<file path="config.mk">
export PLATFORM = sky130hd
export DESIGN_NAME = ias_top
export DESIGN_NICKNAME = d
export VERILOG_FILES = /design/src/hdl/ias_prio_arb.v /design/src/hdl/ias_bank_file.v /design/src/hdl/ias_top.v
export VERILOG_INCLUDE_DIRS = /design/src /design/src/include
export SDC_FILE = /design/constraint.sdc
export NUM_CORES = 1
export LEC_CHECK = 0
export BUFFER_PORTS_ARGS = -buffer_cell sky130_fd_sc_hd__clkbuf_2
export CAP_MARGIN = 30
export CORE_ASPECT_RATIO = 1.2
export CORE_MARGIN = 2
export CORE_UTILIZATION = 45
export DETAILED_ROUTE_END_ITERATION = 16
export PLACE_DENSITY = 0.65
export RECOVER_POWER = 50
export SYNTH_ARGS = -nofsm -noshare
export SYNTH_HDL_FRONTEND = slang
export SYNTH_HIERARCHICAL = 1
export SYNTH_SLANG_ARGS = --single-unit
</file>
<file path="constraint.sdc">
create_clock -name pclk -period 18.04 [get_ports pclk]
set_input_delay 3.608 -clock pclk [delete_from_list [all_inputs] [get_ports pclk]]
set_output_delay 3.608 -clock pclk [all_outputs]
set_load 0.005 [all_outputs]
</file>
<file path="src/include/ias_regs.vh">
/*
 * Constants of the interrupt acceptance sequencer: register offsets,
 * status word layout, reset values and sequence step numbers.
 * Assumes inclusion by bare name from the design files.
 */
`ifndef IAS_REGS_VH
`define IAS_REGS_VH

// ****************************************************************
// sizes
// ****************************************************************
`define IAS_NSRC        8
`define IAS_NGPR        8

// ****************************************************************
// register byte offsets on the apb slave
// ****************************************************************
`define IAS_ADDR_CTRL   8'h00
`define IAS_ADDR_PEND   8'h04
`define IAS_ADDR_ENAB   8'h08
`define IAS_ADDR_PRIO   8'h0C
`define IAS_ADDR_STACK  8'h10
`define IAS_ADDR_STAT   8'h14
`define IAS_ADDR_VBASE  8'h18

// ctrl register fields
`define IAS_CTRL_MIE    0
`define IAS_CTRL_BANK   1

// ****************************************************************
// status word layout
// ****************************************************************
`define IAS_SW_MIE      7
`define IAS_SW_BANK     0

// ****************************************************************
// reset values
// ****************************************************************
`define IAS_STACK_RST   16'h00FF
`define IAS_VBASE_RST   16'hFFC0

// ****************************************************************
// sequence steps
// ****************************************************************
`define IAS_ACC_SW      3'h0
`define IAS_ACC_HI      3'h1
`define IAS_ACC_LO      3'h2
`define IAS_ACC_VRLO    3'h3
`define IAS_ACC_VRHI    3'h4
`define IAS_ACC_VCLO    3'h5
`define IAS_ACC_VCHI    3'h6
`define IAS_ACC_LAST    3'h7
`define IAS_RET_RD2     3'h2
`define IAS_RET_CAPHI   3'h3
`define IAS_RET_LAST    3'h4
`define IAS_STACK_POP3  16'h0003
`define IAS_NMI_SLOT    4'h0

`endif

</file>
<file path="src/hdl/ias_prio_arb.v">
/*
 * Priority picker for the maskable sources: highest level wins,
 * a tie goes to the higher source index.
 * Assumes requests already gated by the per-source enables.
 */
`timescale 1ns/1ps
`default_nettype none
`include "ias_regs.vh"

module ias_prio_arb
(
  // requests and levels
  input  wire [`IAS_NSRC-1:0]   req,
  input  wire [2*`IAS_NSRC-1:0] level,
  // winner
  output reg                    win_valid,
  output reg  [2:0]             win_idx
);

  // ****************************************************************
  // level of one source
  // ****************************************************************
  function [1:0] ias_level_of;
    input [2*`IAS_NSRC-1:0] lv;
    input integer           n;
    begin
      ias_level_of = lv[2*n +: 2];
    end
  endfunction

  integer    i;
  reg  [1:0] best_lvl;

  always @*
  begin
    win_valid = 1'b0;
    win_idx   = 3'h0;
    best_lvl  = 2'h0;
    for (i = 0; i < `IAS_NSRC; i = i + 1)
    begin
      if (req[i] && (!win_valid || ias_level_of(level, i) >= best_lvl))
      begin
        win_valid = 1'b1;
        win_idx   = i[2:0];
        best_lvl  = ias_level_of(level, i);
      end
    end
  end

endmodule
`default_nettype wire

</file>
<file path="src/hdl/ias_bank_file.v">
/*
 * Two switchable banks of eight byte registers and two 16-bit index
 * registers each; the active bank comes from the bank select.
 * Assumes write and read indexes from cpu logic on the same clock.
 */
`timescale 1ns/1ps
`default_nettype none
`include "ias_regs.vh"

module ias_bank_file
(
  // clock and reset
  input  wire        pclk,
  input  wire        presetn,
  // bank choice
  input  wire        bank_select,
  // byte registers
  input  wire        gpr_we,
  input  wire [2:0]  gpr_idx,
  input  wire [7:0]  gpr_wdata,
  output reg  [7:0]  gpr_rdata,
  // index registers, sel 0 is x, 1 is y
  input  wire        index_we,
  input  wire        index_sel,
  input  wire [15:0] index_wdata,
  output reg  [15:0] index_rdata
);

  reg  [7:0]  gpr_mem_r   [0:2*`IAS_NGPR-1];
  reg  [15:0] index_mem_r [0:3];
  wire [3:0]  gpr_addr;
  wire [1:0]  index_addr;
  integer     k;

  assign gpr_addr   = {bank_select, gpr_idx};
  assign index_addr = {bank_select, index_sel};

  always @(posedge pclk or negedge presetn)
  begin
    if (!presetn)
    begin
      for (k = 0; k < 2*`IAS_NGPR; k = k + 1)
        gpr_mem_r[k] <= 8'h00;
      for (k = 0; k < 4; k = k + 1)
        index_mem_r[k] <= 16'h0000;
      gpr_rdata   <= 8'h00;
      index_rdata <= 16'h0000;
    end
    else
    begin
      if (gpr_we)
        gpr_mem_r[gpr_addr] <= gpr_wdata;
      if (index_we)
        index_mem_r[index_addr] <= index_wdata;
      gpr_rdata   <= gpr_mem_r[gpr_addr];
      index_rdata <= index_mem_r[index_addr];
    end
  end

endmodule
`default_nettype wire

</file>
<file path="src/hdl/ias_top.v">
/*
 * Interrupt acceptance and return sequencer with stack pointer, apb
 * registers and the banked general register file.
 * Assumes cpu strobes, sources and stack memory on pclk; memory read
 * data is valid in the cycle after mem_re is high.
 */
`timescale 1ns/1ps
`default_nettype none
`include "ias_regs.vh"

// Notes on behaviour
// - a latched request stays until accepted, reset, or cleared by software
// - acceptance starts after instruction completion and lasts 8 cycles
// - service ends on return_from_maskable or return_from_nonmaskable
// - 16-bit stack_ptr decrements after every push
// - stack_ptr increments before every stack read by return or pop
// - stack_ptr resets to 00FF
// - first acceptance step clears master_irq_enable
// - acceptance clears only the accepted source's pending latch
// - acceptance pushes status word, high byte, low byte; stack_ptr minus 3
// - counter then loads the vector entry of the accepted source
// - saved status word holds bank select and master enable
// - no maskable acceptance while master enable is low
// - only counter and status word are saved automatically
// - return_from_maskable restores the bank from the popped status word
// - two banks of eight byte registers plus two index registers
// - highest 2-bit level wins, ties to higher source index
// - maskable acceptance needs master enable and source enable
// - writing 0 clears a latch, writing 1 changes nothing
module ias_top
(
  // clock and reset
  input  wire                 pclk,
  input  wire                 presetn,
  // apb slave
  input  wire [7:0]           paddr,
  input  wire                 psel,
  input  wire                 penable,
  input  wire                 pwrite,
  input  wire [31:0]          pwdata,
  output reg  [31:0]          prdata,
  output reg                  pready,
  output reg                  pslverr,
  // interrupt sources, one-cycle pulses
  input  wire [`IAS_NSRC-1:0] irq_pulse,
  input  wire                 nmi_pulse,
  // cpu execution strobes
  input  wire                 instr_done,
  input  wire [15:0]          counter_now,
  input  wire                 return_from_maskable,
  input  wire                 return_from_nonmaskable,
  input  wire                 push_req,
  input  wire [7:0]           push_data,
  input  wire                 pop_req,
  input  wire                 enable_irq,
  input  wire                 disable_irq,
  input  wire                 bank_wr,
  input  wire                 bank_wdata,
  // general registers
  input  wire                 gpr_we,
  input  wire [2:0]           gpr_idx,
  input  wire [7:0]           gpr_wdata,
  output wire [7:0]           gpr_rdata,
  input  wire                 index_we,
  input  wire                 index_sel,
  input  wire [15:0]          index_wdata,
  output wire [15:0]          index_rdata,
  // stack and vector memory port
  input  wire [7:0]           mem_rdata,
  output reg                  mem_we,
  output reg                  mem_re,
  output reg  [15:0]          mem_addr,
  output reg  [7:0]           mem_wdata,
  // to cpu
  output reg                  seq_busy,
  output reg                  counter_load,
  output reg  [15:0]          counter_val,
  output reg                  bank_select,
  output reg                  master_irq_enable
);

  // ****************************************************************
  // states
  // ****************************************************************
  localparam [2:0] ST_IDLE = 3'b001;
  localparam [2:0] ST_ACC  = 3'b010;
  localparam [2:0] ST_RET  = 3'b100;

  reg  [2:0]            state_r;
  reg  [2:0]            step_r;
  reg  [15:0]           stack_ptr_r;
  reg  [15:0]           vbase_r;
  reg  [15:0]           vec_addr_r;
  reg  [15:0]           saved_cnt_r;
  reg  [7:0]            vec_lo_r;
  reg  [7:0]            pop_lo_r;
  reg  [7:0]            pop_hi_r;
  reg  [7:0]            rdata_dly_r;
  reg  [`IAS_NSRC-1:0]  pending_latch_r;
  reg  [`IAS_NSRC-1:0]  source_enable_flag_r;
  reg  [2*`IAS_NSRC-1:0] priority_level_field_r;
  reg                   nmi_pend_r;
  reg                   svc_mask_r;
  reg                   svc_nmi_r;
  reg                   acc_nmi_r;
  reg  [3:0]            last_slot_r;
  reg  [7:0]            status_word;
  reg  [31:0]           rd_mux;

  wire                  win_valid;
  wire [2:0]            win_idx;
  wire                  take_nmi;
  wire                  accept_go;
  wire                  return_go;
  wire                  idle;
  wire [3:0]            slot;
  wire [`IAS_NSRC-1:0]  acc_clear;
  wire [`IAS_NSRC-1:0]  apb_clear;
  wire                  wr_en;

  // ****************************************************************
  // decode helpers
  // ****************************************************************
  function [`IAS_NSRC-1:0] ias_onehot;
    input [2:0] idx;
    begin
      ias_onehot      = {`IAS_NSRC{1'b0}};
      ias_onehot[idx] = 1'b1;
    end
  endfunction

  function ias_mapped;
    input [7:0] a;
    begin
      case (a)
        `IAS_ADDR_CTRL, `IAS_ADDR_PEND, `IAS_ADDR_ENAB, `IAS_ADDR_PRIO,
        `IAS_ADDR_STACK, `IAS_ADDR_STAT, `IAS_ADDR_VBASE: ias_mapped = 1'b1;
        default: ias_mapped = 1'b0;
      endcase
    end
  endfunction

  // ****************************************************************
  // request selection
  // ****************************************************************
  // both enables gate a source
  ias_prio_arb u_arb
  (
    .req       (pending_latch_r & source_enable_flag_r),
    .level     (priority_level_field_r),
    .win_valid (win_valid),
    .win_idx   (win_idx)
  );

  assign idle     = (state_r == ST_IDLE);
  assign take_nmi = nmi_pend_r;
  assign accept_go = idle && instr_done && (take_nmi || (master_irq_enable && win_valid));
  assign return_go = idle && !accept_go
                     && (return_from_maskable || return_from_nonmaskable);
  assign slot      = take_nmi ? `IAS_NMI_SLOT : {1'b0, win_idx} + 4'h1;
  assign acc_clear = (accept_go && !take_nmi) ? ias_onehot(win_idx) : {`IAS_NSRC{1'b0}};
  assign wr_en     = psel && penable && pready && pwrite && !pslverr;
  assign apb_clear = (wr_en && paddr == `IAS_ADDR_PEND) ? ~pwdata[`IAS_NSRC-1:0]
                                                      : {`IAS_NSRC{1'b0}};

  // ****************************************************************
  // pending latches, a new event wins over any clear
  // ****************************************************************
  genvar g;
  generate
    for (g = 0; g < `IAS_NSRC; g = g + 1)
    begin : g_latch
      always @(posedge pclk or negedge presetn)
      begin
        if (!presetn)
          pending_latch_r[g] <= 1'b0;
        else if (irq_pulse[g])
          pending_latch_r[g] <= 1'b1;
        else if (acc_clear[g] || apb_clear[g])
          pending_latch_r[g] <= 1'b0;
      end
    end
  endgenerate

  always @(posedge pclk or negedge presetn)
  begin
    if (!presetn)
      nmi_pend_r <= 1'b0;
    else if (nmi_pulse)
      nmi_pend_r <= 1'b1;
    else if (accept_go)
      nmi_pend_r <= 1'b0;
  end

  always @*
  begin
    status_word                = 8'h00;
    status_word[`IAS_SW_MIE]   = master_irq_enable;
    status_word[`IAS_SW_BANK]  = bank_select;
  end

  // ****************************************************************
  // acceptance and return sequencer
  // ****************************************************************
  always @(posedge pclk or negedge presetn)
  begin
    if (!presetn)
    begin
      state_r           <= ST_IDLE;
      step_r            <= 3'h0;
      stack_ptr_r       <= `IAS_STACK_RST;
      vec_addr_r        <= 16'h0000;
      saved_cnt_r       <= 16'h0000;
      vec_lo_r          <= 8'h00;
      pop_lo_r          <= 8'h00;
      pop_hi_r          <= 8'h00;
      rdata_dly_r       <= 8'h00;
      mem_we            <= 1'b0;
      mem_re            <= 1'b0;
      mem_addr          <= 16'h0000;
      mem_wdata         <= 8'h00;
      seq_busy          <= 1'b0;
      counter_load      <= 1'b0;
      counter_val       <= 16'h0000;
      bank_select       <= 1'b0;
      master_irq_enable <= 1'b0;
      svc_mask_r        <= 1'b0;
      svc_nmi_r         <= 1'b0;
      acc_nmi_r         <= 1'b0;
      last_slot_r       <= 4'h0;
    end
    else
    begin
      mem_we       <= 1'b0;
      mem_re       <= 1'b0;
      counter_load <= 1'b0;
      // read data one cycle late, so each return step sees its own pop
      rdata_dly_r  <= mem_rdata;
      case (state_r)
        ST_IDLE:
        begin
          if (accept_go)
          begin
            state_r           <= ST_ACC;
            step_r            <= `IAS_ACC_SW;
            seq_busy          <= 1'b1;
            master_irq_enable <= 1'b0;
            saved_cnt_r       <= counter_now;
            vec_addr_r        <= vbase_r + {11'h000, slot, 1'b0};
            last_slot_r       <= slot;
            acc_nmi_r         <= take_nmi;
            mem_we            <= 1'b1;
            mem_addr          <= stack_ptr_r;
            mem_wdata         <= status_word;
            stack_ptr_r       <= stack_ptr_r - 16'h0001;
          end
          else if (return_go)
          begin
            state_r     <= ST_RET;
            step_r      <= 3'h0;
            seq_busy    <= 1'b1;
            svc_mask_r  <= svc_mask_r && !return_from_maskable;
            svc_nmi_r   <= svc_nmi_r && !return_from_nonmaskable;
            mem_re      <= 1'b1;
            mem_addr    <= stack_ptr_r + 16'h0001;
            stack_ptr_r <= stack_ptr_r + 16'h0001;
          end
          else if (push_req)
          begin
            mem_we      <= 1'b1;
            mem_addr    <= stack_ptr_r;
            mem_wdata   <= push_data;
            stack_ptr_r <= stack_ptr_r - 16'h0001;
          end
          else if (pop_req)
          begin
            mem_re      <= 1'b1;
            mem_addr    <= stack_ptr_r + 16'h0001;
            stack_ptr_r <= stack_ptr_r + 16'h0001;
          end
          else
          begin
            if (wr_en && paddr == `IAS_ADDR_STACK)
              stack_ptr_r <= pwdata[15:0];
            if (enable_irq)
              master_irq_enable <= 1'b1;
            else if (disable_irq)
              master_irq_enable <= 1'b0;
            else if (wr_en && paddr == `IAS_ADDR_CTRL)
              master_irq_enable <= pwdata[`IAS_CTRL_MIE];
            if (bank_wr)
              bank_select <= bank_wdata;
            else if (wr_en && paddr == `IAS_ADDR_CTRL)
              bank_select <= pwdata[`IAS_CTRL_BANK];
          end
        end
        ST_ACC:
        begin
          step_r <= step_r + 3'h1;
          case (step_r)
            `IAS_ACC_SW, `IAS_ACC_HI:
            begin
              mem_we      <= 1'b1;
              mem_addr    <= stack_ptr_r;
              mem_wdata   <= (step_r == `IAS_ACC_SW) ? saved_cnt_r[15:8]
                                                     : saved_cnt_r[7:0];
              stack_ptr_r <= stack_ptr_r - 16'h0001;
            end
            `IAS_ACC_VRLO:
            begin
              mem_re   <= 1'b1;
              mem_addr <= vec_addr_r;
            end
            `IAS_ACC_VRHI:
            begin
              mem_re   <= 1'b1;
              mem_addr <= vec_addr_r + 16'h0001;
            end
            `IAS_ACC_VCLO:
              vec_lo_r <= mem_rdata;
            `IAS_ACC_VCHI:
              counter_val <= {mem_rdata, vec_lo_r};
            `IAS_ACC_LAST:
            begin
              counter_load <= 1'b1;
              state_r      <= ST_IDLE;
              seq_busy     <= 1'b0;
              svc_mask_r   <= svc_mask_r || !acc_nmi_r;
              svc_nmi_r    <= svc_nmi_r || acc_nmi_r;
            end
            default:
            begin
            end
          endcase
        end
        ST_RET:
        begin
          step_r <= step_r + 3'h1;
          if (step_r < `IAS_RET_RD2)
          begin
            mem_re      <= 1'b1;
            mem_addr    <= stack_ptr_r + 16'h0001;
            stack_ptr_r <= stack_ptr_r + 16'h0001;
          end
          else if (step_r == `IAS_RET_RD2)
            pop_lo_r <= rdata_dly_r;
          else if (step_r == `IAS_RET_CAPHI)
            pop_hi_r <= rdata_dly_r;
          else
          begin
            // bank comes back from the word
            bank_select       <= rdata_dly_r[`IAS_SW_BANK];
            master_irq_enable <= rdata_dly_r[`IAS_SW_MIE];
            counter_val       <= {pop_hi_r, pop_lo_r};
            counter_load      <= 1'b1;
            state_r           <= ST_IDLE;
            seq_busy          <= 1'b0;
          end
        end
        default:
          state_r <= ST_IDLE;
      endcase
    end
  end

  // ****************************************************************
  // apb registers
  // ****************************************************************
  always @(posedge pclk or negedge presetn)
  begin
    if (!presetn)
    begin
      source_enable_flag_r   <= {`IAS_NSRC{1'b0}};
      priority_level_field_r <= {2*`IAS_NSRC{1'b0}};
      vbase_r                <= `IAS_VBASE_RST;
    end
    else if (wr_en)
    begin
      if (paddr == `IAS_ADDR_ENAB)
        source_enable_flag_r <= pwdata[`IAS_NSRC-1:0];
      if (paddr == `IAS_ADDR_PRIO)
        priority_level_field_r <= pwdata[2*`IAS_NSRC-1:0];
      if (paddr == `IAS_ADDR_VBASE)
        vbase_r <= pwdata[15:0];
    end
  end

  always @*
  begin
    rd_mux = 32'h00000000;
    case (paddr)
      `IAS_ADDR_CTRL:  rd_mux = {30'h00000000, bank_select, master_irq_enable};
      `IAS_ADDR_PEND:  rd_mux = {24'h000000, pending_latch_r};
      `IAS_ADDR_ENAB:  rd_mux = {24'h000000, source_enable_flag_r};
      `IAS_ADDR_PRIO:  rd_mux = {16'h0000, priority_level_field_r};
      `IAS_ADDR_STACK: rd_mux = {16'h0000, stack_ptr_r};
      `IAS_ADDR_STAT:  rd_mux = {24'h000000, svc_nmi_r, svc_mask_r, nmi_pend_r,
                                 last_slot_r, seq_busy};
      `IAS_ADDR_VBASE: rd_mux = {16'h0000, vbase_r};
      default:         rd_mux = 32'h00000000;
    endcase
  end

  // no wait state: answer prepared in setup, given in the first access cycle
  always @(posedge pclk or negedge presetn)
  begin
    if (!presetn)
    begin
      pready  <= 1'b0;
      pslverr <= 1'b0;
      prdata  <= 32'h00000000;
    end
    else
    begin
      pready  <= psel && !penable;
      pslverr <= psel && !penable && !ias_mapped(paddr);
      prdata  <= (psel && !penable && !pwrite) ? rd_mux : 32'h00000000;
    end
  end

  // ****************************************************************
  // banked general registers, never saved by the sequencer
  // ****************************************************************
  // left to software
  ias_bank_file u_banks
  (
    .pclk        (pclk),
    .presetn     (presetn),
    .bank_select (bank_select),
    .gpr_we      (gpr_we),
    .gpr_idx     (gpr_idx),
    .gpr_wdata   (gpr_wdata),
    .gpr_rdata   (gpr_rdata),
    .index_we    (index_we),
    .index_sel   (index_sel),
    .index_wdata (index_wdata),
    .index_rdata (index_rdata)
  );

endmodule
`default_nettype wire

</file>
# Yosys cells after proc, flatten, opt, wreduce, memory -nomap -nowiden
# Cells that the tools add are included.
[totals]
output_inout_bits = 104
reg_bits = 422
wordCells = 371
inputBits = 125
[op_classes]
n_mux = 148
add_sub_neg = 6
reduce_logical = 100
n_lt_le_gt_ge = 14
n_eq_ne = 38
bitwise = 6
[op_table]
columns = ["operator", "n"]
rows = [
  ["two-way mux 16 bit", 19],
  ["case mux 16 bit (3 select lines)", 3],
  ["bitwise mux 128 bit", 1],
  ["case mux 16 bit (7 select lines)", 1],
  ["two-way mux 8 bit", 10],
  ["two-way mux 1 bit", 74],
  ["bitwise mux 64 bit", 1],
  ["two-way mux 3 bit", 12],
  ["adder 16 x 1 -> 16 bit, second input constant", 2],
  ["binary-select mux 16 bit (select 2 bit)", 1],
  ["binary-select mux 8 bit (select 4 bit)", 1],
  ["demux 16 bit (select 2 bit)", 1],
  ["demux 8 bit (select 4 bit)", 1],
  ["case mux 16 bit (2 select lines)", 1],
  ["logical AND 1 bit", 28],
  ["nonzero test 2 bit", 13],
  ["equality test 8 x 5 -> 1 bit, second input constant", 3],
  ["!= test 2 bit, second input constant", 10],
  ["AND reduction 4 bit", 5],
  ["logical OR 1 bit", 19],
  ["two-way mux 2 bit", 9],
  ["adder 16 x 5 -> 16 bit", 1],
  ["equality test 8 x 4 -> 1 bit, second input constant", 2],
  ["zero test 1 bit", 16],
  ["other kinds (45)", 78],
]

# Logic depth before layout (Yosys ltp)
# Gate-level depths: netlist (run 1).
[logic_depth]
word_depth = 39
ltp_mapped = 53
mapped_depth_nobuf = 53

# Hierarchy
# The synthesis (run 1) kept the hierarchy.
[modules_own_cells]
columns = ["module", "cells_per_inst", "seq_area_each_um2", "area_each_um2", "instances"]
rows = [
  ["ias_top", 1209, 5178.7, 11357.1, 1],
  ["ias_bank_file", 545, 5405.2, 9226.3, 1],
  ["ias_prio_arb", 92, 0.0, 644.4, 1],
]

# Worst setup path before layout (run 1)
# Ideal clock, no wire load.
[synth_timing]
kind = "register to register"
start = "register pending_latch_r[0]"
end = "register vec_addr_r[13]"
t_required_ns = 17.905
setup_time_ns = 0.135
stages_incl_launch_ff = 52
path_slack_ns = 7.570
synth_period_minus_slack_ns = 10.470
n_path_buf = 0
t_arrival_ns = 10.335
path_cell_list = "dfrtp_1 -> and2_1 -> and2_1 -> ha_1 -> nor2b_1 -> o2bb2ai_2 -> mux2_2 -> ha_1 -> nand2b_1 -> or2_2 -> a31oi_1 -> mux2_2 -> ha_1 -> nand2b_1 -> nor2_1 -> or3_1 -> or3_4 -> a21o_2 -> [... 16 more ...] -> nor2_1 -> a31oi_1 -> o21ai_1 -> ha_1 -> inv_1 -> a21boi_0 -> o31ai_1 -> o311ai_2 -> ha_1 -> xnor2_1 -> nor2_1 -> ha_1 -> a21o_1 -> a21oi_1 -> or3b_2 -> nor2b_1 -> xnor2_1 -> o21ai_0"
[synth_between]
word_cells_on_any_way = 58
classes_between = "add/sub: 2; order compare: 7; mux: 23; bitwise: 1; reduce/logical: 25"
[synth_lines]
columns = ["element", "line_no", "source"]
rows = [
  ["start, declared", "ias_top.v:99", "reg [`IAS_NSRC-1:0] pending_latch_r;"],
  ["start signal, assigned by index", "ias_top.v:176", "pending_latch_r[g] <= 1'b0;"],
  ["start signal, assigned by index", "ias_top.v:178", "pending_latch_r[g] <= 1'b1;"],
  ["start signal, assigned by index", "ias_top.v:180", "pending_latch_r[g] <= 1'b0;"],
  ["bitwise AND 8 bit (*)", "ias_top.v:149", ".req (pending_latch_r & source_enable_flag_r),"],
  ["two-way mux 2 bit or two-way mux 1 bit (tied branches)", "ias_prio_arb.v:41", "if (req[i] && (!win_valid || ias_level_of(level, i) >= best_lvl))"],
  [">= comparator 2 bit or zero test 1 bit (tied branches)", "ias_prio_arb.v:41", ""],
  ["logical OR 1 bit", "ias_prio_arb.v:41", ""],
  ["logical AND 1 bit", "ias_prio_arb.v:41", ""],
  ["two-way mux 2 bit or two-way mux 1 bit (tied branches)", "ias_prio_arb.v:41", ""],
  [">= comparator 2 bit or zero test 1 bit (tied branches)", "ias_prio_arb.v:41", ""],
  ["logical OR 1 bit", "ias_prio_arb.v:41", ""],
  ["[... 19 more ...]", "-", ""],
  ["logical OR 1 bit", "ias_prio_arb.v:41", ""],
  ["logical AND 1 bit", "ias_prio_arb.v:41", ""],
  ["two-way mux 3 bit (*)", "ias_prio_arb.v:41", ""],
  ["via win_idx[1]", "ias_top.v:111", "wire [2:0] win_idx;"],
  ["adder 3 x 1 -> 4 bit (*)", "ias_top.v:160", "assign slot = take_nmi ? `IAS_NMI_SLOT : {1'b0, win_idx} + 4'h1;"],
  ["two-way mux 4 bit (*)", "ias_top.v:160", ""],
  ["via slot[2]", "ias_top.v:116", "wire [3:0] slot;"],
  ["adder 16 x 5 -> 16 bit (*)", "ias_top.v:249", "vec_addr_r <= vbase_r + {11'h000, slot, 1'b0};"],
  ["end signal, assigned", "ias_top.v:249", ""],
  ["end, declared", "ias_top.v:93", "reg [15:0] vec_addr_r;"],
]
# Mark *: on every way through the listed nets, which the timed path passes. The rest lies on a longest branch.
# A chain may end at the register's enable or synchronous reset.

# Worst setup path in the final report (run 1)
[layout_timing]
start = "register pending_latch_r[0]"
end = "register vec_addr_r[15]"
# The elaborated chain is that of the path after synthesis.

==> results by group, run 1 <==
Timing
  – Measured slew at the worst slew-check pin: 5.20 ns
  – Final Hold Vio Count: 0
  – Final period util: 0.675
  – Final setup fails: 0
  – Slew Viols, Final: 368
  – Slew HR: -2.47
  – F_max: just over 80 MHz
  – Total negative setup slack: 0 ns
  – Unrepaired setup endpoints after global routing: false
  – Layout Skew: 0.0172 ns
  – Period minus WS final: 12.18 ns
  – Hold Slack: between 0.4 and 0.5 ns

Synthesis
  – Yosys reg bits: 422
  – Post-synth ARST share: 1.00
  – Library cells used by synthesis: approximately 110
  – EDFF count, synth: 0
  – Sequential fraction of the synthesis area: 0.499
  – XOR/XNOR Fraction of Synth Area: 0.0120
  – Mean Syn Cell Area: 11.5 sq um
  – Post-synthesis simple-gate area fraction: 0.127
  – Most frequently used flop master after synthesis: dfrtp_1
  – Post-synthesis cell area: 21200 sq um
  – Adder-cell share of the synthesized area: 0.0156
  – Ys Warns: 6
  – Synth Instances: 1846
  – Proportion of synthesized area in mux cells: 0.193
  – Largest family of logic cells by synthesized area: multiplexers
  – Synth Area in Compound Gates: 0.117

Detailed routing
  – Post-Route WL: 55200 um
  – DRC viols: 0
  – Remaining antenna violation count: 0
  – DRT iter0 DRCs: 1185
  – Via count: approximately 15000
  – TritonRoute pass-1 iters: 6
  – DR vias/cell: 5.80
  – Drt wl/cell: 20.8 um

Die
  – Die Span Y: ~240 um
  – Die X: 202 um
  – Site Rows: 87
  – Core box area: between 40000 and 50000 sq um
  – Initial Util: 0.454
  – Die area: 48900 sq um
  – I/O pin cnt: approximately 230

Layout
  – Share of layout cells above drive strength 1: 0.300
  – Syn-to-layout area delta: 13.2%
  – Final Instance Area: 24000 sq um
  – Nets@finish: 2143

Critical path
  – Crit path launch type: register
  – Crit Path Max Fanout: 10
  – Critical path class: register to register
  – Top delay family on crit path: compound AO/OA/AOI/OAI gates
  – Crit-path max cell delay: roughly 0.67 ns
  – Top cell by count, worst path: ha_1
  – Slowest CP cell: o311ai_0
  – CP required: 18.39 ns
  – Worst Setup End Kind: register
  – Critical path arrival: approximately 13 ns
  – CP Buf/Inv Count: 1

Clock tree
  – CTS max path bufs: 3
  – Setup Fix Bufs, Post-CTS: 0
  – H-tree levels: 2
  – TritonCTS clock tree: yes
  – Clock latency on the worst-skew pair: 0.58 ns
  – Worst-path clk slew: approximately 0.060 ns
  – Clock root buffer master: clkbuf_16
  – Clock Sink Count: about 420
  – Cts hold-fix bufs: 0
  – Total clock buffers created by CTS: 45
  – # resized after CTS: 0

Outcome
  – Failing checks: capacitance limit, slew limit
  – Outcome: finished with violations

Placed design
  – DP HPWL: 38800 um
  – Post-Place Cell Area: around 23000 sq um
  – RePlAce Congestion: 0.913
  – # port buffers: 196

Power
  – Pleak: 10.3 nW
  – PwrDens: 156 nW/um^2
  – PnR Total Power: 3.74 mW
  – Maximum VDD drop: 0.0000980 V

GRT
  – Largest net degree at the start of global routing: 185
  – GRT Total Usage: 0.226
  – Vias in the first global route: approximately 16000
  – First-pass GRT wire length: 87900 um
  – Congestion Overflow GR: 0
  – Initial antenna violation count: 4

Flow run
  – Max_cap viols: 7

Hold path
  – Hold Path Class: register to register
[through the flow]
stage                     std cells   util  worst slack [ns]
final                          2657  0.513              5.86
after global routing           2657  0.513              5.06
after CTS                      2652  0.517              6.09
after detailed placement       2568  0.482              6.13
after global placement         2564  0.481              6.40
after floorplan                1861      -              7.57
[path summary, 6_finish.rpt]
check                              startpoint                endpoint  slack (ns)  cells after the start
min in group asynchronous             presetn  u_banks/gpr_mem_r[109]        4.92                      1
min                            saved_cnt_r[7]          saved_cnt_r[7]        0.47                      2
max in group asynchronous             presetn         stack_ptr_r[15]        7.12                      4
max reg2reg                pending_latch_r[0]          vec_addr_r[15]        5.86                     50
max                        pending_latch_r[0]          vec_addr_r[15]        5.86                     50
min reg2reg                    saved_cnt_r[7]          saved_cnt_r[7]        0.47                      2
[layout make-up]
| cell class | instances | area, sq um |
|---|---|---|
| clock inverters | 23 | 339 |
| fillers | 4148 | 22800 |
| clock buffers | 61 | 1280 |
| diodes | 4 | 10.0 |
| inverters | 32 | 120 |
| well taps | 623 | 779 |
| flip-flops and latches | 422 | 10600 |
| repair buffers | 213 | 1030 |
| multi-input cells | 1279 | 9890 |
[state kept, by name, summed over array words and instances, names as in the netlist, 16 cells and up]
signal	count
counter_val	16
mem_addr	16
prdata	16
priority_level_field_r	16
saved_cnt_r	16
stack_ptr_r	16
u_banks/gpr_mem_r	128
u_banks/index_mem_r	64
u_banks/index_rdata	16
vbase_r	16
vec_addr_r	16
[metal layers]
metal | wire length, um | share of wire | up-vias | global-route usage
met2 | 27800 | 0.50 | 471 | 0.380
met5 | 0 | 0 | - | 0
li1 | - | - | 7015 | -
met1 | 23100 | 0.42 | 7812 | 0.298
met4 | 1490 | 0.027 | 0 | 0.0784
met3 | 2750 | 0.050 | 101 | 0.0370
[kinds of logic (layout without fill, tap and decap cells)]
| logic type | after synthesis | count (layout) |
|---|---|---|
| other | 1 | 20 |
| flip-flops | 422 | 422 |
| adder cells (fa/ha/maj) | 26 | 26 |
| buffers and inverters | 160 | 329 |
| XOR/XNOR | 29 | 29 |
| multiplexers | 314 | 314 |
| AO/OA/AOI/OAI | 360 | 360 |
| AND/OR/NAND/NOR | 534 | 534 |
[synthesized netlist by cell type, drive strengths merged (36+ instances only)]
library cell / instances / area share
dfrtp: 403 / 0.48
mux2: 261 / 0.14
nand2: 204 / 0.036
nor2: 120 / 0.023
buf: 79 / 0.022
a21oi: 74 / 0.018
o21ai: 68 / 0.017
clkbuf: 49 / 0.0087
mux4: 48 / 0.051
a31oi: 46 / 0.014
a22oi: 38 / 0.013
nand3: 36 / 0.0090
[placed cells by master, fill, tap and decap left out, types with 14 or more instances in the layout]
master | synthesis | routed
nand3_1 | 34 | 35
clkbuf_16 | 0 | 45
a22oi_1 | 38 | 38
and2_1 | 16 | 16
dfrtp_1 | 403 | 403
nand2_1 | 202 | 202
nor2b_1 | 17 | 16
o21ai_1 | 18 | 18
dfstp_2 | 19 | 18
nor3_1 | 24 | 25
nor2_1 | 109 | 110
conb_1 | 1 | 16
a21oi_1 | 72 | 73
xnor2_1 | 23 | 23
a31oi_1 | 45 | 46
clkbuf_1 | 48 | 66
mux4_2 | 48 | 48
o21ai_0 | 48 | 48
nand2b_1 | 26 | 26
clkbuf_2 | 1 | 141
ha_1 | 24 | 24
mux2_2 | 251 | 251
nand4_1 | 15 | 15
o211ai_1 | 14 | 14
inv_1 | 31 | 31
[power breakdown]
| part | switching, mW | internal [mW] | total, mW | leakage (nW) |
|---|---|---|---|---|
| Sequential | 0.243 | 1.31 | 1.55 | 5.17 |
| Clock | 0.403 | 0.602 | 1.00 | 0.786 |
| Combinational | 0.631 | 0.555 | 1.19 | 4.34 |
[tightest hold or removal path, cell delays in order, from the launching register on]
cell	delay, ns
dfrtp_1	0.34
nand2_1	0.05
nand2_1	0.05
(Power assumes the default switching activity.)
==> run 2: changes to the inputs <==
--- a/config.mk
+++ b/config.mk
@@ -6,6 +6,7 @@
 export SDC_FILE = /design/constraint.sdc
 export NUM_CORES = 1
 export LEC_CHECK = 0
+export ABC_AREA = 1
 export BUFFER_PORTS_ARGS = -buffer_cell sky130_fd_sc_hd__clkbuf_2
 export CAP_MARGIN = 30
 export CORE_ASPECT_RATIO = 1.2
==> constraint.sdc (replaced) <==
create_clock -name pclk -period 12.4 [get_ports pclk]
set_input_delay 2.48 -clock pclk [delete_from_list [all_inputs] [get_ports pclk]]
set_output_delay 2.48 -clock pclk [all_outputs]
set_load 0.005 [all_outputs]
==> run 2 against run 1 <==
The flow still finishes with violations (capacitance limit, slew limit). Register-to-register slack worse by 3.4 ns. Final area grew 2.4%. Clock skew is essentially flat. Clock-buffer cell count increased by 1. Cell count up 38%. Largest power group unchanged.
==> results by group, run 2 <==
Outcome
  – Outcome: finished with violations
  – Failing checks: capacitance limit, slew limit

Layout
  – Nets@finish: 3164 (+48%)
  – Syn-to-layout area delta: 12.7%
  – FF+latch area: 10600 sq um (unchanged)
  – Most common cell after layout, fill and taps aside: nand2_1
  – Share of layout cells above drive strength 1: 0.110 (-0.191)
  – Final Instance Area: 24600 sq um (+2.4%)
  – Multi-input gate area: 9610 sq um (-2.8%)
  – Commonest cells after routing, fill and taps aside: 1046 x nand2_1, 403 x dfrtp_1, 258 x o21ai_0
  – Largest regs: u_banks/gpr_mem_r: 128 flops, u_banks/index_mem_r: 64 flops
  – Register name with the most flops: u_banks/gpr_mem_r
  – Post-layout util: 0.512 (-0.000880)
  – FILL cells: 4728 (+14%)
  – Max FFs per register: 128 (unchanged)
  – Fin cells: 3678 (+38%)
  – Antenna diode count: 0 (-4)

Detailed routing
  – Drt wl/cell: 17.5 um (-16%)
  – DRT iter0 DRCs: 1432 (+21%)
  – Via count: 19601 (+27%)
  – DR vias/cell: 5.33 (-8.0%)
  – Post-Route WL: 64500 um (+17%)
  – DRC viols: 0 (unchanged)
  – TritonRoute pass-1 iters: 6 (unchanged)
  – Remaining antenna violation count: 0 (unchanged)

Hold path
  – Hold Path Class: register to register

Synthesis
  – Mean Syn Cell Area: 7.57 sq um (-34%)
  – Post-synth ARST share: 1.00 (unchanged)
  – Synth Instances: 2883 (+56%)
  – Top-count cell post-synth: nand2_1
  – Library cells used by synthesis: 57 (-50%)
  – Top-area cell type share of the netlist area: 0.462 (-0.0130)
  – EDFF count, synth: 0 (unchanged)
  – Most instantiated cells after synthesis: 1045 x nand2_1, 403 x dfrtp_1, 257 x o21ai_0, 241 x nor2_1, 237 x inv_1
  – Synth area leaders: dfrtp_1 46%, nand2_1 18%, o21ai_0 5.9%
  – Ys Warns: 6 (unchanged)
  – Sequential fraction of the synthesis area: 0.485 (-0.0136)
  – Post-synthesis cell area: 21800 sq um (+2.8%)
  – Post-synth top area cell: dfrtp_1
  – Most frequently used flop master after synthesis: dfrtp_1
  – Yosys reg bits: 422 (unchanged)

Power
  – PwrDens: 221 nW/um^2 (+42%)
  – Maximum VDD drop: 0.000143 V (+46%)
  – PnR Total Power: 5.42 mW (+45%)
  – Pleak: 12.4 nW (+20%)

Placed design
  – Post-Place Cell Area: 23200 sq um (+2.6%)
  – RePlAce Congestion: 0.993 (+8.7%)
  – # port buffers: 196 (unchanged)
  – DP HPWL: 44600 um (+15%)
  – Dpl ws: 2.77 ns (-3.36 ns)
  – Cells after DPL: 3596 (+40%)

Timing
  – F_max: 100 MHz (+22%)
  – Total negative setup slack: 0 ns (unchanged)
  – Slew HR: -2.67 (-0.203)
  – Final setup fails: 0 (unchanged)
  – Final Hold Vio Count: 0 (unchanged)
  – Slew Viols, Final: 339 (-7.9%)
  – Final period util: 0.804 (+0.129)
  – Hold Slack: 0.476 ns (+0.00205 ns)
  – Layout Skew: 0.0168 ns (-0.000368 ns)
  – Unrepaired setup endpoints after global routing: false
  – Worst Setup Slack, final: 2.43 ns (-3.43 ns)
  – Measured slew at the worst slew-check pin: 5.51 ns (+0.304 ns)
  – Period minus WS final: 9.97 ns (-2.21 ns)

Clock tree
  – Clock Sink Count: 422 (unchanged)
  – TritonCTS clock tree: yes
  – Clock latency on the worst-skew pair: 0.59 ns (about the same)
  – Cts hold-fix bufs: 0 (unchanged)
  – Setup Fix Bufs, Post-CTS: 0 (unchanged)
  – CTS max path bufs: 3 (unchanged)
  – H-tree levels: 2 (unchanged)
  – Worst-path clk slew: 0.06 ns (about the same)
  – # resized after CTS: 0 (unchanged)
  – Total clock buffers created by CTS: 45 (unchanged)
  – Clock root buffer master: clkbuf_16

Die
  – Site Rows: 88 (+1.1%)
  – Die area: 50300 sq um (+2.8%)
  – Die X: 205 um (+1.4%)
  – Core box area: 48000 sq um (+2.6%)
  – Initial Util: 0.455 (+0.00108)
  – I/O pin cnt: 229 (unchanged)
  – Die Span Y: 245 um (+1.4%)

GRT
  – Congestion Overflow GR: 0 (unchanged)
  – First-pass GRT wire length: 104000 um (+18%)
  – Largest net degree at the start of global routing: 171 (-7.6%)
  – Vias in the first global route: 19068 (+23%)
  – Initial antenna violation count: 0 (-4)
  – GRT Total Usage: 0.261 (+0.0352)

Critical path
  – CP required: 12.77 ns (-5.62 ns)
  – Critical path arrival: 10.34 ns (-2.19 ns)
  – Critical path class: register to register
  – Crit-path max cell delay: 0.40 ns (-0.27 ns)
  – Slowest CP cell: dfrtp_1
  – Worst Setup End Kind: register
  – R2r setup slk: 2.43 ns (-3.43 ns)
  – Crit path launch type: register
  – Crit Path Max Fanout: 6 (-4)

Flow run
  – Max_cap viols: 6 (-1)
-- run 2: cell types whose count changed after synthesis, moves of 89 or more --
cell,previous run,this run
nand2_1,202,1045
mux2_2,251,21
o21ai_0,48,257
inv_1,31,237
nor2_1,109,241
nand3_1,34,123
-- run 2: layout make-up --
class,count,area share
sequential,422,0.430
multi-input combinational,2079,0.391
clock buffer,62,0.0520
timing repair buffer,214,0.0450
inverter,252,0.0385
tap,630,0.0320
clock inverter,19,0.0116
-- run 2: worst max-delay path, delay by kind of cell, from the launching register on --
kind	cells	cell delay, ns
adders and majority gates	9	2.53
and+or+nand+nor	37	3.86
DFF	1	0.40
AOI/OAI and AO/OA	12	2.09
buffers and inverters	11	0.84
-- run 2: where the power goes --
part	internal [mW]	switching (mW)	total (mW)
logic	0.615	1.21	1.82
registers	1.87	0.303	2.17
clock network	0.852	0.580	1.43
-- run 2: worst paths after layout --
kind,start,endpoint,depth (start not counted)
max in group asynchronous,presetn,prdata[5],3
worst max register to register,source_enable_flag_r[0],vec_addr_r[11],69
worst max-delay path,source_enable_flag_r[0],vec_addr_r[11],69
min in group asynchronous,presetn,vec_lo_r[5],1
worst min register to register,saved_cnt_r[11],saved_cnt_r[11],2
worst min-delay path,saved_cnt_r[11],saved_cnt_r[11],2
-- run 2: cells by family after synthesis --
kind of cell	count (synthesis)	synth area share
DFF	422	0.485
xor gates and xnor gates	24	0.00963
buffers and inverters	397	0.0757
and+or+nand+nor	1509	0.283
muxes	21	0.0108
other	1	0.000172
adders and majority gates	25	0.0147
AOI/OAI and AO/OA	484	0.121
-- run 2: per-layer routing --
metal  wire (um)  vias to the layer above  share of wire  track usage
met2       29600                      738           0.46        0.416
met4        2490                        0          0.039        0.111
met1       27400                     9297           0.42        0.352
li1            -                     9425              -            -
met5           0                        -              0            0
met3        5000                      141          0.077       0.0466
